`config.mk`:
```
export PLATFORM = sky130hd
export DESIGN_NAME = rsm_top
export DESIGN_NICKNAME = d
export VERILOG_FILES = /design/src/design/rsm_pkg.sv /design/src/design/rsm_fifo.sv /design/src/design/rsm_top.sv
export VERILOG_INCLUDE_DIRS = /design/src /design/src/design
export SDC_FILE = /design/constraint.sdc
export NUM_CORES = 1
export LEC_CHECK = 0
export BUFFER_PORTS_ARGS = -buffer_cell sky130_fd_sc_hd__buf_2
export CAP_MARGIN = 10
export CORE_MARGIN = 2
export CORE_UTILIZATION = 45
export CTS_CLUSTER_SIZE = 10
export DETAILED_ROUTE_END_ITERATION = 7
export GPL_TIMING_DRIVEN = 0
export SETUP_SLACK_MARGIN = 0.4
export SLEW_MARGIN = 20
export SYNTH_ARGS = -nofsm -noshare
export SYNTH_HDL_FRONTEND = slang
export SYNTH_SLANG_ARGS = --single-unit
```
`constraint.sdc`:
```
create_clock -name clock_in -period 17.5 [get_ports clock_in]
set_input_delay 1.75 -clock clock_in [delete_from_list [all_inputs] [get_ports clock_in]]
set_output_delay 1.75 -clock clock_in [all_outputs]
set_load 0.05 [all_outputs]
```
`src/design/rsm_regs.svh`:
```
// Constants for the range sample and motor channel block
`ifndef RSM_REGS_SVH
`define RSM_REGS_SVH
`define RSM_CLK_HZ          25000000
`define RSM_TIMING_HZ       80000000
`define RSM_MAX_PERIOD_MS   32
`define RSM_MAX_PERIOD_CYC  ((`RSM_CLK_HZ / 1000) * `RSM_MAX_PERIOD_MS)
`define RSM_MIN_PERIOD_US   20
`define RSM_MIN_PERIOD_CYC  ((`RSM_CLK_HZ / 1000000) * `RSM_MIN_PERIOD_US)
`define RSM_RANGE_W         19
`define RSM_POWER_LEVELS    64
`define RSM_PWM_HZ          20000
`define RSM_PWM_CYC         (`RSM_CLK_HZ / `RSM_PWM_HZ)
`define RSM_FIFO_DEPTH      8
`define RSM_POWER_IDLE      6'h00
`endif

```
`src/design/rsm_pkg.sv`:
```
// Types for the range sample and motor channel block
package rsm_pkg;
   // One eight byte sample
   typedef struct packed {
      logic [18:0] range_count;
      logic [4:0]  status;
      logic [7:0]  strength;
      logic [7:0]  ambient;
      logic [7:0]  temperature;
      logic [7:0]  pos_motor1;
      logic [7:0]  pos_motor2;
   } rsm_sample_t;
   // Signed power command: magnitude plus reverse
   typedef struct packed {
      logic       reverse;
      logic [5:0] level;
   } rsm_power_t;
   typedef enum logic [1:0] {
      RSM_IDLE  = 2'b00,
      RSM_HIGH  = 2'b01,
      RSM_DONE  = 2'b10
   } rsm_state_t;
endpackage

```
`src/design/rsm_fifo.sv`:
```
// Sample FIFO with valid/ready on both sides
`timescale 1ns/1ps
module rsm_fifo #(
   parameter int WIDTH = 64,
   parameter int DEPTH = 8
) (
   input  wire logic             clock_in,
   input  wire logic             rst_in,
   input  wire logic [WIDTH-1:0] wr_data_in,
   input  wire logic             wr_valid_in,
   output logic                  wr_ready_out,
   output logic [WIDTH-1:0]      rd_data_out,
   output logic                  rd_valid_out,
   input  wire logic             rd_ready_in
);
   localparam int AW = $clog2(DEPTH);
   logic [WIDTH-1:0] mem [DEPTH];
   logic [AW:0]      count;
   logic [AW-1:0]    wr_ptr;
   logic [AW-1:0]    rd_ptr;
   logic [AW:0]      next_count;
   logic [AW-1:0]    next_wr_ptr;
   logic [AW-1:0]    next_rd_ptr;
   logic             push;
   logic             pop;
   // Handshakes
   assign push = wr_valid_in && wr_ready_out;
   assign pop  = rd_valid_out && rd_ready_in;
   assign wr_ready_out = (count != (AW+1)'(DEPTH));
   assign rd_valid_out = (count != '0);
   assign rd_data_out  = mem[rd_ptr];
   // Pointer and count update
   always_comb begin
      next_wr_ptr = wr_ptr;
      next_rd_ptr = rd_ptr;
      next_count  = count;
      if (push) begin
         next_wr_ptr = (wr_ptr == AW'(DEPTH - 1)) ? '0 : wr_ptr + 1'b1;
      end
      if (pop) begin
         next_rd_ptr = (rd_ptr == AW'(DEPTH - 1)) ? '0 : rd_ptr + 1'b1;
      end
      if (push && !pop) begin
         next_count = count + 1'b1;
      end else if (pop && !push) begin
         next_count = count - 1'b1;
      end
   end
   // State registers
   always_ff @(posedge clock_in) begin
      if (rst_in) begin
         wr_ptr <= '0;
         rd_ptr <= '0;
         count  <= '0;
      end else begin
         wr_ptr <= next_wr_ptr;
         rd_ptr <= next_rd_ptr;
         count  <= next_count;
      end
   end
   // Storage
   always_ff @(posedge clock_in) begin
      if (push) begin
         mem[wr_ptr] <= wr_data_in;
      end
   end
endmodule // rsm_fifo

```
`src/design/rsm_top.sv`:
```
// Range pulse sampler with motor power and encoder channels
// What this block does
// - One sample per received range pulse
// - Sensor link is receive only
// - Sustain 50,000 samples per second without loss
// - Two motors, 64 power levels each
// - 8-bit wrapping encoder positions in every sample
// - Latched index inputs appear in samples
// - PWM drive reverses by command; voltage drive none
// - Small variant: voltage drive only
// - Pulse width counted in timing clock ticks
// - Eight byte sample: 19-bit range plus bytes
// - Start/stop gates sampling; finish current sample
// - Every quadrature edge counts up or down
`timescale 1ns/1ps
`include "rsm_regs.svh"
module rsm_top #(
   parameter bit PWM_OPTION = 1'b1,
   parameter int PWM_CYC    = `RSM_PWM_CYC
) (
   input  wire logic                  clock_in,
   input  wire logic                  rst_in,
   input  wire logic                  range_pulse_in,
   input  wire logic                  start_in,
   input  wire logic [2:0]            gp_in,
   input  wire logic [1:0]            enc_a_in,
   input  wire logic [1:0]            enc_b_in,
   input  wire logic [23:0]           analog_in,
   input  wire rsm_pkg::rsm_power_t   power1_in,
   input  wire rsm_pkg::rsm_power_t   power2_in,
   input  wire logic                  power_wr_in,
   input  wire logic                  sample_ready_in,
   output rsm_pkg::rsm_sample_t       sample_out,
   output logic                       sample_valid_out,
   output logic [1:0]                 motor_pwm_out,
   output logic [1:0]                 motor_rev_out,
   output logic [5:0]                 motor1_level_out,
   output logic [5:0]                 motor2_level_out,
   output logic                       overflow_out
);
   import rsm_pkg::*;
   // Pin synchronisers: two flops before any logic
   logic [8:0] sync1;
   logic [8:0] sync2;
   logic [8:0] pins;
   assign pins = {range_pulse_in, start_in, gp_in, enc_a_in, enc_b_in};
   always_ff @(posedge clock_in) begin
      if (rst_in) begin
         sync1 <= '0;
         sync2 <= '0;
      end else begin
         sync1 <= pins;
         sync2 <= sync1;
      end
   end
   logic       pulse_s;
   logic       start_s;
   logic [2:0] gp_s;
   logic [1:0] a_s;
   logic [1:0] b_s;
   assign {pulse_s, start_s, gp_s, a_s, b_s} = sync2;

   // Pulse width timer state
   rsm_state_t  state;
   rsm_state_t  next_state;
   logic [18:0] width;
   logic [18:0] next_width;
   logic        armed;
   logic        next_armed;
   logic        push;
   logic        fifo_ready;
   // The count steps by the integer part of the timing-to-system clock ratio per cycle
   localparam logic [18:0] STEP = 19'(`RSM_TIMING_HZ / `RSM_CLK_HZ);
   localparam logic [24:0] REM  = 25'(`RSM_TIMING_HZ % `RSM_CLK_HZ);
   localparam logic [24:0] CLKV = 25'(`RSM_CLK_HZ);
   logic [24:0] acc;
   logic [24:0] next_acc;
   logic        carry;
   logic [18:0] step_now;
   // The remainder accumulates so the fractional tick is never lost
   always_comb begin
      next_state = state;
      next_width = width;
      next_armed = armed;
      next_acc   = acc;
      push       = 1'b0;
      carry      = (acc + REM) >= CLKV;
      step_now   = carry ? STEP + 19'h1 : STEP;
      unique case (state)
         RSM_IDLE: begin
            if (pulse_s) begin
               next_state = RSM_HIGH;
               next_width = '0;
               next_acc   = '0;
               next_armed = start_s && fifo_ready;
            end
         end
         RSM_HIGH: begin
            next_acc = carry ? acc + REM - CLKV : acc + REM;
            if (width > ~step_now) begin
               next_width = '1; // Saturate, never wrap
            end else begin
               next_width = width + step_now;
            end
            if (!pulse_s) begin
               next_state = RSM_DONE;
            end
         end
         RSM_DONE: begin
            push       = armed; // Finish a started sample
            next_state = RSM_IDLE;
         end
         default: next_state = RSM_IDLE;
      endcase
   end
   always_ff @(posedge clock_in) begin
      if (rst_in) begin
         state <= RSM_IDLE;
         width <= '0;
         armed <= 1'b0;
         acc   <= '0;
      end else begin
         state <= next_state;
         width <= next_width;
         armed <= next_armed;
         acc   <= next_acc;
      end
   end

   // Quadrature decode, four counts per cycle
   function automatic logic [7:0] quad_step(input logic [1:0] prev,
                                            input logic [1:0] cur,
                                            input logic [7:0] pos);
      logic dir;
      dir = prev[1] ^ cur[0];
      if (prev == cur || (prev ^ cur) == 2'b11) begin
         quad_step = pos;
      end else begin
         quad_step = dir ? pos - 8'h01 : pos + 8'h01;
      end
   endfunction
   logic [1:0] prev_ab [2];
   logic [7:0] pos [2];
   logic [7:0] next_pos [2];
   logic [1:0] idx;
   logic [1:0] next_idx;
   always_comb begin
      for (int m = 0; m < 2; m++) begin
         next_pos[m] = quad_step(prev_ab[m], {a_s[m], b_s[m]},
                                 pos[m]);
      end
      // Index levels stay latched until a sample is taken
      next_idx = (push ? 2'b00 : idx) | gp_s[1:0];
   end
   always_ff @(posedge clock_in) begin
      if (rst_in) begin
         prev_ab <= '{2'b00, 2'b00};
         pos     <= '{8'h00, 8'h00};
         idx     <= '0;
      end else begin
         prev_ab <= '{{a_s[0], b_s[0]}, {a_s[1], b_s[1]}};
         pos     <= next_pos;
         idx     <= next_idx;
      end
   end

   // Sample assembly; gp3 is inverted and not latched
   rsm_sample_t smp;
   logic        overflow;
   logic        next_overflow;
   always_comb begin
      smp.range_count = width;
      smp.status      = {overflow, ~gp_s[2], idx[1] | gp_s[1],
                         idx[0] | gp_s[0], start_s};
      smp.strength    = analog_in[23:16];
      smp.ambient     = analog_in[15:8];
      smp.temperature = analog_in[7:0];
      smp.pos_motor1  = pos[0];
      smp.pos_motor2  = pos[1];
      next_overflow   = overflow | (pulse_s && state == RSM_IDLE
                                    && start_s && !fifo_ready);
   end
   always_ff @(posedge clock_in) begin
      if (rst_in) begin
         overflow <= 1'b0;
      end else begin
         overflow <= next_overflow;
      end
   end

   // Sample buffer; drains toward the host
   rsm_sample_t fifo_data;
   logic        fifo_valid;
   rsm_fifo #(
      .WIDTH ($bits(rsm_sample_t)),
      .DEPTH (`RSM_FIFO_DEPTH)
   ) u_fifo (
      .clock_in     (clock_in),
      .rst_in       (rst_in),
      .wr_data_in   (smp),
      .wr_valid_in  (push),
      .wr_ready_out (fifo_ready),
      .rd_data_out  (fifo_data),
      .rd_valid_out (fifo_valid),
      .rd_ready_in  (sample_ready_in)
   );
   // Output stage fed from the FIFO head, one cycle behind
   always_ff @(posedge clock_in) begin
      if (rst_in) begin
         sample_out       <= '0;
         sample_valid_out <= 1'b0;
         overflow_out     <= 1'b0;
      end else begin
         sample_out       <= fifo_data;
         sample_valid_out <= fifo_valid && !sample_ready_in;
         overflow_out     <= overflow;
      end
   end

   // Motor power, 64 levels; no-drive after reset
   rsm_power_t pw [2];
   rsm_power_t next_pw [2];
   logic [15:0] pwm_cnt;
   logic [15:0] next_pwm_cnt;
   logic [1:0]  next_pwm;
   logic [1:0]  next_rev;
   always_comb begin
      next_pw = pw;
      if (power_wr_in) begin
         next_pw[0] = power1_in;
         next_pw[1] = power2_in;
      end
      next_pwm_cnt = (pwm_cnt >= 16'(PWM_CYC - 1)) ? '0 : pwm_cnt + 16'h1;
      for (int m = 0; m < 2; m++) begin
         // Duty is level over 64 of the PWM period
         next_pwm[m] = PWM_OPTION &&
                       (32'(pwm_cnt) * `RSM_POWER_LEVELS <
                        32'(pw[m].level) * PWM_CYC);
         next_rev[m] = PWM_OPTION && pw[m].reverse;
      end
   end
   always_ff @(posedge clock_in) begin
      if (rst_in) begin
         pw               <= '{'{1'b0, `RSM_POWER_IDLE},
                               '{1'b0, `RSM_POWER_IDLE}};
         pwm_cnt          <= '0;
         motor_pwm_out    <= '0;
         motor_rev_out    <= '0;
         motor1_level_out <= `RSM_POWER_IDLE;
         motor2_level_out <= `RSM_POWER_IDLE;
      end else begin
         pw               <= next_pw;
         pwm_cnt          <= next_pwm_cnt;
         motor_pwm_out    <= next_pwm;
         motor_rev_out    <= next_rev;
         motor1_level_out <= pw[0].level;
         motor2_level_out <= pw[1].level;
      end
   end
   // No output reaches the sensor: the link is receive only
endmodule // rsm_top

```
==> impl_metrics.ini, run 1 <==
[status]
outcome = completed

[yosys]
yosysSeqAreaShare_pct = 66.1
synth-async-reset-ratio_pct = 0
ys_types = 73
syn_area_per_cell_sq_um = 15.4
ys_ff_latch = 716
syn_area_sq_mm = 0.0294
synth_top_area_share_pct = 52.3
netlist_instances = 1911
synth_area_leader_cell = sky130_fd_sc_hd__edfxtp_1
postSynth.topFlopCell = sky130_fd_sc_hd__edfxtp_1
synth.yosys.warnings = 0
synth_edf_count = 512
synth_area_leaders = sky130_fd_sc_hd__edfxtp_1 (52%), sky130_fd_sc_hd__dfxtp_1 (14%), sky130_fd_sc_hd__mux4_2 (9.8%)

[timing]
fmax_mhz = 197
fin_setup_tns_ns = 0
worstMarginPinSlew_ns = 1.09
report.final.slew_viol_count = 0
final_min_period_over_clock_period_pct = 28.9
unrepaired_setup_endpoints_after_global_routing = false
hold_viol = 0
slew_headroom_pct = 27.7
setup_viol = 0
layout_min_cycle_time_ns = 5.06
fin_worst_skew_ns = 0.0251

[clock_network]
ctsRootBufferMaster = sky130_fd_sc_hd__clkbuf_16
cts.htree.levels = 3
tritoncts_num_sinks = 716
clock_tree_from_tritoncts = done
worst_setup_hold_path_clk_slew_ns = 0.06
clock_tree.buffer_depth = 3
cts_made_buffers = 84
cts_setup_buffers = 0
cts_hold_buffers = 0
insertion_delay_ns = 0.62
cts_repair_resize_count = 0

[global_routing]
track_usage_pct = 19.4
grt_start_max_net_pins = 18
antenna_found_initial = 1
grt_overflow = 0
grt_pass1_vias = 16970
grt_first_pass_wirelength_um = 99600

[die]
die_boundary_height_um = 260
io_pins = 133
placement_rows = 93
total_core_area_sq_mm = 0.0646
fp.dieW_um = 260
floorplan.initialDensity_pct = 45.6
fp.dieArea_sq_mm = 0.0674

[layout]
design.final.nets = 2367
post_route_cell_area_sq_mm = 0.0345
synthToLayoutAreaGrowth_pct = 17.2
multi_input_area_sq_mm = 0.00931
total_of_fill_cells_in_the_finished_design = 5292
drive_gt1_share_pct = 20.4
layoutNonFillerInstCount = 3122
regArea_sq_mm = 0.0195
antennaDiodeCount = 0
fin_util_pct = 53.4

[power]
p_switching_uw = 1070
power.ir.vdd_worst_mv = 0.0716
pwr-share-seq_pct = 45.6
internal_power_uw = 3090
leakagePower_uw = 0.0124
power.share.clock_pct = 38.5
pwr-share-comb_pct = 16.0
sw_frac_of_total_pct = 25.7
power_density_mw_per_mm2 = 120

[critical_path]
crit_path_max_fanout = 10
timing.critical_path.arrival_ns = 5.56
worst_ep_required_time_ns = 18.00
critical_path.endpoint_type = flop
worst_setup_path_start_kind = flop
reg2reg_depth = 23
critPathCapture = width[18]
r2r_path_end = width[18]
timing_worst_setup_path_type = reg -> reg
timing.rr.start = acc[6]
r2r_slack_ns = 12.44
startpoint_of_the_worst_setup_timing_path = acc[6]

[detailed_routing]
vias = 16661
initialDrtViolationCount = 1135
wl_um = 64500
drc = 0
vias_per_cell = 5.34
drt_pre_antenna_iters = 5
drt-wirelength-per-cell_um = 20.7
antenna_violating_nets_post_route = 0

[placed_design]
placement.io_buffers = 130
place.gp.congestion = 0.872
postPlaceCellArea_sq_mm = 0.0320
numPlacedInstances = 2967
dpl.hpwl_um = 43900

[min_path]
hold_path_class = reg -> reg

[flow_run]
cap_viol_max_count = 0
[synthesized netlist by cell type (all sizes together), types with 10 or more instances]
cell      n
a21o     22
nor2    171
clkbuf   60
o21bai   14
nand2b   10
xor2     18
nand2    63
mux4    128
a21oi    67
or2      11
edfxtp  512
inv      96
ha      100
nand3    18
fa       18
xnor2    37
mux2i    96
o21ai    59
and3     13
a31oi    12
nor3     20
buf      28
nor2b    39
dfxtp   204
[worst max-delay path, stage by stage (launching register included)]
cell and delay, ns:
sky130_fd_sc_hd__dfxtp_1 0.37, sky130_fd_sc_hd__clkbuf_1 0.33, sky130_fd_sc_hd__inv_1 0.14, sky130_fd_sc_hd__ha_1 0.35
sky130_fd_sc_hd__nand3b_1 0.21, sky130_fd_sc_hd__nor4_1 0.32, sky130_fd_sc_hd__o221ai_1 0.22, sky130_fd_sc_hd__o221ai_2 0.12
sky130_fd_sc_hd__a32oi_2 0.18, sky130_fd_sc_hd__o21a_1 0.14, sky130_fd_sc_hd__buf_6 0.15, sky130_fd_sc_hd__inv_4 0.11
sky130_fd_sc_hd__ha_1 0.17, sky130_fd_sc_hd__inv_1 0.05, sky130_fd_sc_hd__fa_1 0.41, sky130_fd_sc_hd__nor2b_1 0.20
sky130_fd_sc_hd__o2111a_1 0.23, sky130_fd_sc_hd__and3_1 0.22, sky130_fd_sc_hd__and3_1 0.25, sky130_fd_sc_hd__and3_1 0.23
sky130_fd_sc_hd__and3_1 0.20, sky130_fd_sc_hd__a31oi_1 0.09, sky130_fd_sc_hd__o21ai_0 0.16, sky130_fd_sc_hd__nand2_1 0.06
[layout by cell type (no fill, tap or decap), types with 5 or more instances in the layout]
cell / Yosys / routed
sky130_fd_sc_hd__a211oi_1: 6 / 6
sky130_fd_sc_hd__a21o_1: 22 / 22
sky130_fd_sc_hd__a21oi_1: 65 / 65
sky130_fd_sc_hd__a31oi_1: 11 / 11
sky130_fd_sc_hd__and2_1: 5 / 5
sky130_fd_sc_hd__and3_1: 13 / 13
sky130_fd_sc_hd__buf_1: 23 / 23
sky130_fd_sc_hd__buf_16: 0 / 10
sky130_fd_sc_hd__buf_2: 2 / 143
sky130_fd_sc_hd__buf_4: 0 / 26
sky130_fd_sc_hd__buf_6: 3 / 21
sky130_fd_sc_hd__clkbuf_1: 60 / 115
sky130_fd_sc_hd__clkbuf_16: 0 / 85
sky130_fd_sc_hd__conb_1: 1 / 5
sky130_fd_sc_hd__dfxtp_1: 204 / 204
sky130_fd_sc_hd__edfxtp_1: 512 / 512
sky130_fd_sc_hd__fa_1: 18 / 18
sky130_fd_sc_hd__ha_1: 100 / 100
sky130_fd_sc_hd__inv_1: 95 / 95
sky130_fd_sc_hd__mux2i_1: 96 / 96
sky130_fd_sc_hd__mux4_2: 128 / 128
sky130_fd_sc_hd__nand2_1: 63 / 63
sky130_fd_sc_hd__nand2b_1: 10 / 10
sky130_fd_sc_hd__nand3_1: 18 / 18
sky130_fd_sc_hd__nand3b_1: 5 / 5
sky130_fd_sc_hd__nand4_1: 6 / 6
sky130_fd_sc_hd__nor2_1: 171 / 168
sky130_fd_sc_hd__nor2b_1: 39 / 39
sky130_fd_sc_hd__nor3_1: 20 / 16
sky130_fd_sc_hd__nor3b_1: 5 / 5
sky130_fd_sc_hd__o211ai_1: 6 / 6
sky130_fd_sc_hd__o21a_1: 6 / 6
sky130_fd_sc_hd__o21ai_0: 54 / 54
sky130_fd_sc_hd__o21bai_1: 14 / 14
sky130_fd_sc_hd__or2_2: 10 / 10
sky130_fd_sc_hd__or3_1: 6 / 6
sky130_fd_sc_hd__xnor2_1: 36 / 36
sky130_fd_sc_hd__xor2_1: 18 / 18
[kinds of logic (layout without fill, tap and decap cells)]
kind of cell / Yosys count / count (layout) / synth area share (%)
XOR/XNOR: 55 / 55 / 1.66
multiplexers: 224 / 224 / 13.1
flip-flops: 716 / 716 / 66.1
AND/OR/NAND/NOR: 386 / 386 / 6.20
buffers and inverters: 184 / 536 / 2.44
adder cells (fa/ha/maj): 118 / 118 / 5.48
AO/OA/AOI/OAI: 227 / 227 / 5.01
other: 1 / 5 / 0.0127
[final cells by class]
class,instances,area share [%]
clock inverter,11,0.395
multi-input combinational,1015,27.0
tap,855,3.10
timing repair buffer,197,4.10
buffer,88,1.03
sequential,716,56.4
clock buffer,144,6.90
inverter,96,1.05
[sequential cells by signal (all words and copies together), names as in the netlist, 2 cells and up]
signal / flops
motor_rev_out: 2
state: 2
sync1: 9
u_fifo.mem: 512
u_fifo.rd_ptr: 3
u_fifo.wr_ptr: 3
motor_pwm_out: 2
pos: 16
sync2: 9
u_fifo.count: 4
prev_ab: 4
pw: 12
idx: 2
motor2_level_out: 6
pwm_cnt: 16
acc: 19
motor1_level_out: 6
next_rev: 2
sample_out: 64
width: 19
[metal layers]
layer,global-route usage [%],vias to the layer above,wire (um)
li1,-,7770,-
met1,26.2,8407,28700
met2,32.6,401,31600
met3,3.02,83,3150
met4,5.51,0,1080
met5,0,-,0
[worst min-delay path by stage]
| stage | from | endpoint | cells past startpoint |
|---|---|---|---|
| after floorplan | sync1[0] | sync2[0] | 1 |
| after detailed placement | sync1[8] | sync2[8] | 1 |
| final | sync1[1] | sync2[1] | 1 |
| after CTS | sync1[8] | sync2[8] | 1 |
| after global placement | sync1[8] | sync2[8] | 1 |
| after global routing | sync1[1] | sync2[1] | 1 |
[power by group through the flow]
stage / registers [uW] / clock network (uW) / logic (uW)
2_1_floorplan: 2010 / 0 / 429
3_3_place_gp: 1930 / 0 / 667
3_5_place_dp: 1930 / 0 / 675
4_1_cts: 1890 / 1640 / 678
5_1_grt: 1900 / 1710 / 728
6_report: 1890 / 1600 / 663
[stage by stage]
| step | total power [uW] | hold slack, ns | setup WS (ns) |
|---|---|---|---|
| 6_report | 4150 | 0.432 | 12.44 |
| 5_1_grt | 4330 | 0.457 | 12.03 |
| 3_3_place_gp | 2590 | 0.420 | 2.84 |
| 4_1_cts | 4210 | 0.438 | 12.47 |
| 3_5_place_dp | 2600 | 0.425 | 12.52 |
| 2_1_floorplan | 2440 | 0.414 | 9.95 |
(Power assumes the default switching activity.)
==> inputs of run 2 (changes only) <==
==> constraint.sdc (replaced) <==
create_clock -name clock_in -period 5.25 [get_ports clock_in]
set_input_delay 0.525 -clock clock_in [delete_from_list [all_inputs] [get_ports clock_in]]
set_output_delay 0.525 -clock clock_in [all_outputs]
set_load 0.05 [all_outputs]
==> run 2 against run 1 <==
Against the previous run: die area stayed put; final cell count is 0.22% lower; largest power group unchanged; via count hardly changed; routed wire length is 0.37% lower.
==> impl_metrics.ini, run 2 (synthesis results as in run 1) <==
[min_path]
hold_path_depth = 2
whs_endpoint = sample_valid_out
hold_path_class = in -> reg
hold_startpoint = sample_ready_in

[clock_network]
cts.htree.levels = 3
cts_made_buffers = 84
cts_hold_buffers = 0
tritoncts_num_sinks = 716
ctsRootBufferMaster = sky130_fd_sc_hd__clkbuf_16
worst_setup_hold_path_clk_slew_ns = 0.06
insertion_delay_ns = 0.62
clock_tree_from_tritoncts = done
clock_tree.buffer_depth = 3

[detailed_routing]
drc = 0
initialDrtViolationCount = 1151
vias = 16646
detailroute.wirelength.met2_um = 31800
detailroute.wirelength.met3_um = 3110
detail_route.wirelength.met1_um = 28000
drt_pre_antenna_iters = 5
vias_per_cell = 5.34
drt-wirelength-per-cell_um = 20.6
highest_layer = met5
wl_um = 64300
antenna_violating_nets_post_route = 0

[layout]
commonest_cells_after_routing_fill_and_taps_aside = sky130_fd_sc_hd__edfxtp_1 (512), sky130_fd_sc_hd__dfxtp_1 (203), sky130_fd_sc_hd__nor2_1 (168)
drive_gt1_share_pct = 20.6
largest_register_ff_count = 512
total_of_fill_cells_in_the_finished_design = 5320
regArea_sq_mm = 0.0195
reg_top3 = u_fifo.mem x512, sample_out x64
synthToLayoutAreaGrowth_pct = 17.2
largest-register = u_fifo.mem
multi_input_area_sq_mm = 0.00938
layoutNonFillerInstCount = 3115
mostFrequentLayoutCell = sky130_fd_sc_hd__edfxtp_1
post_route_cell_area_sq_mm = 0.0345
design.final.nets = 2357

[die]
fp.dieW_um = 260
io_pins = 133
total_core_area_sq_mm = 0.0646
placement_rows = 93
floorplan.initialDensity_pct = 45.6
fp.dieArea_sq_mm = 0.0674
die_boundary_height_um = 260

[critical_path]
worst_setup_path_start_kind = flop
timing.critical_path.arrival_ns = 5.04
reg2reg_depth = 23
timing_worst_setup_path_type = reg -> reg
crit_path_max_fanout = 10
worst_ep_required_time_ns = 5.75
timing.rr.start = acc[6]
r2r_path_end = width[18]
startpoint_of_the_worst_setup_timing_path = acc[6]
r2r_slack_ns = 0.71
critical_path.endpoint_type = flop

[timing]
slew_headroom_pct = 27.7
unrepaired_setup_endpoints_after_global_routing = false
fmax_mhz = 220
fin_worst_skew_ns = 0.0244
setup_viol = 0
report.final.slew_viol_count = 0
layout_min_cycle_time_ns = 4.54
final_min_period_over_clock_period_pct = 86.5
hold_viol = 0
worstMarginPinSlew_ns = 1.08

[placed_design]
numPlacedInstances = 2954
place.gp.congestion = 0.857
postPlaceCellArea_sq_mm = 0.0319
placement.io_buffers = 130
dpl.hpwl_um = 43100

[global_routing]
grt_first_pass_wirelength_um = 99300
grt_overflow = 0
grt_start_max_net_pins = 21
grt_pass1_vias = 17032
antenna_found_initial = 1
track_usage_pct = 19.4

[power]
power_density_mw_per_mm2 = 402
finalPower_uw = 13900
leakagePower_uw = 0.0123
power.ir.vdd_worst_mv = 0.240

[flow_run]
cap_viol_max_count = 0

[status]
outcome = completed
-- run 2: per-layer routing --
metal	up-vias	global-route usage, %
met5	-	0
met1	8408	25.9
met2	419	32.9
met3	84	2.89
met4	2	5.89
li1	7733	-
-- run 2: power breakdown --
part | internal [uW] | total, uW | switching [uW]
logic | 943 | 2220 | 1280
clock network | 3150 | 5330 | 2180
registers | 6190 | 6310 | 120
-- run 2: metrics by stage --
step	TNS [ns]	worst slack, ns	hold slack (ns)	util, %
after detailed placement	0	0.201	0.425	49.4
after global routing	0	0.420	0.0829	53.4
after floorplan	-115.33	-0.601	0.414	-
after global placement	-1941.20	-5.65	0.422	48.3
after CTS	0	0.445	0.0597	53.3
final	0	0.711	0.0952	53.4
-- run 2: critical path, stage by stage (launching register included) --
cell                       delay, ns
sky130_fd_sc_hd__dfxtp_2        0.36
sky130_fd_sc_hd__buf_6          0.14
sky130_fd_sc_hd__inv_1          0.08
sky130_fd_sc_hd__ha_1           0.34
sky130_fd_sc_hd__nand3b_1       0.21
sky130_fd_sc_hd__a211oi_2       0.35
sky130_fd_sc_hd__o221ai_2       0.16
sky130_fd_sc_hd__o221ai_2       0.11
sky130_fd_sc_hd__a32oi_2        0.16
sky130_fd_sc_hd__o21a_1         0.14
sky130_fd_sc_hd__buf_6          0.15
sky130_fd_sc_hd__inv_4          0.11
sky130_fd_sc_hd__ha_1           0.18
sky130_fd_sc_hd__inv_1          0.06
sky130_fd_sc_hd__fa_2           0.38
sky130_fd_sc_hd__nor2b_4        0.14
sky130_fd_sc_hd__o2111a_1       0.22
sky130_fd_sc_hd__and3_4         0.21
sky130_fd_sc_hd__and3_4         0.20
sky130_fd_sc_hd__and3_1         0.21
sky130_fd_sc_hd__and3_1         0.19
sky130_fd_sc_hd__a31oi_1        0.10
sky130_fd_sc_hd__o21ai_1        0.15
sky130_fd_sc_hd__nand2_1        0.06
-- run 2: how the worst max path moves through the flow --
stage                              to  slack, ns  cells after the start
global route                width[18]       0.42                     24
finish                      width[18]       0.71                     23
CTS                         width[18]       0.45                     23
detailed placement          width[18]       0.20                     23
floorplan            u_fifo.mem[2][0]      -0.60                      4
global placement    u_fifo.mem[2][54]      -5.65                      4
-- run 2: timing repair --
item                       CTS  global route
buffers inserted             0             3
setup endpoints to repair    3             4
gates resized for setup      6            16
pin swaps                    2             4
-- run 2: layout make-up --
cell class | count | area share (%)
well taps | 855 | 3.10
repair buffers | 187 | 3.84
inverters | 96 | 1.05
clock inverters | 13 | 0.428
multi-input cells | 1015 | 27.2
plain buffers | 88 | 1.07
diodes | 1 | 0.00726
flip-flops and latches | 716 | 56.4
clock buffers | 144 | 6.84
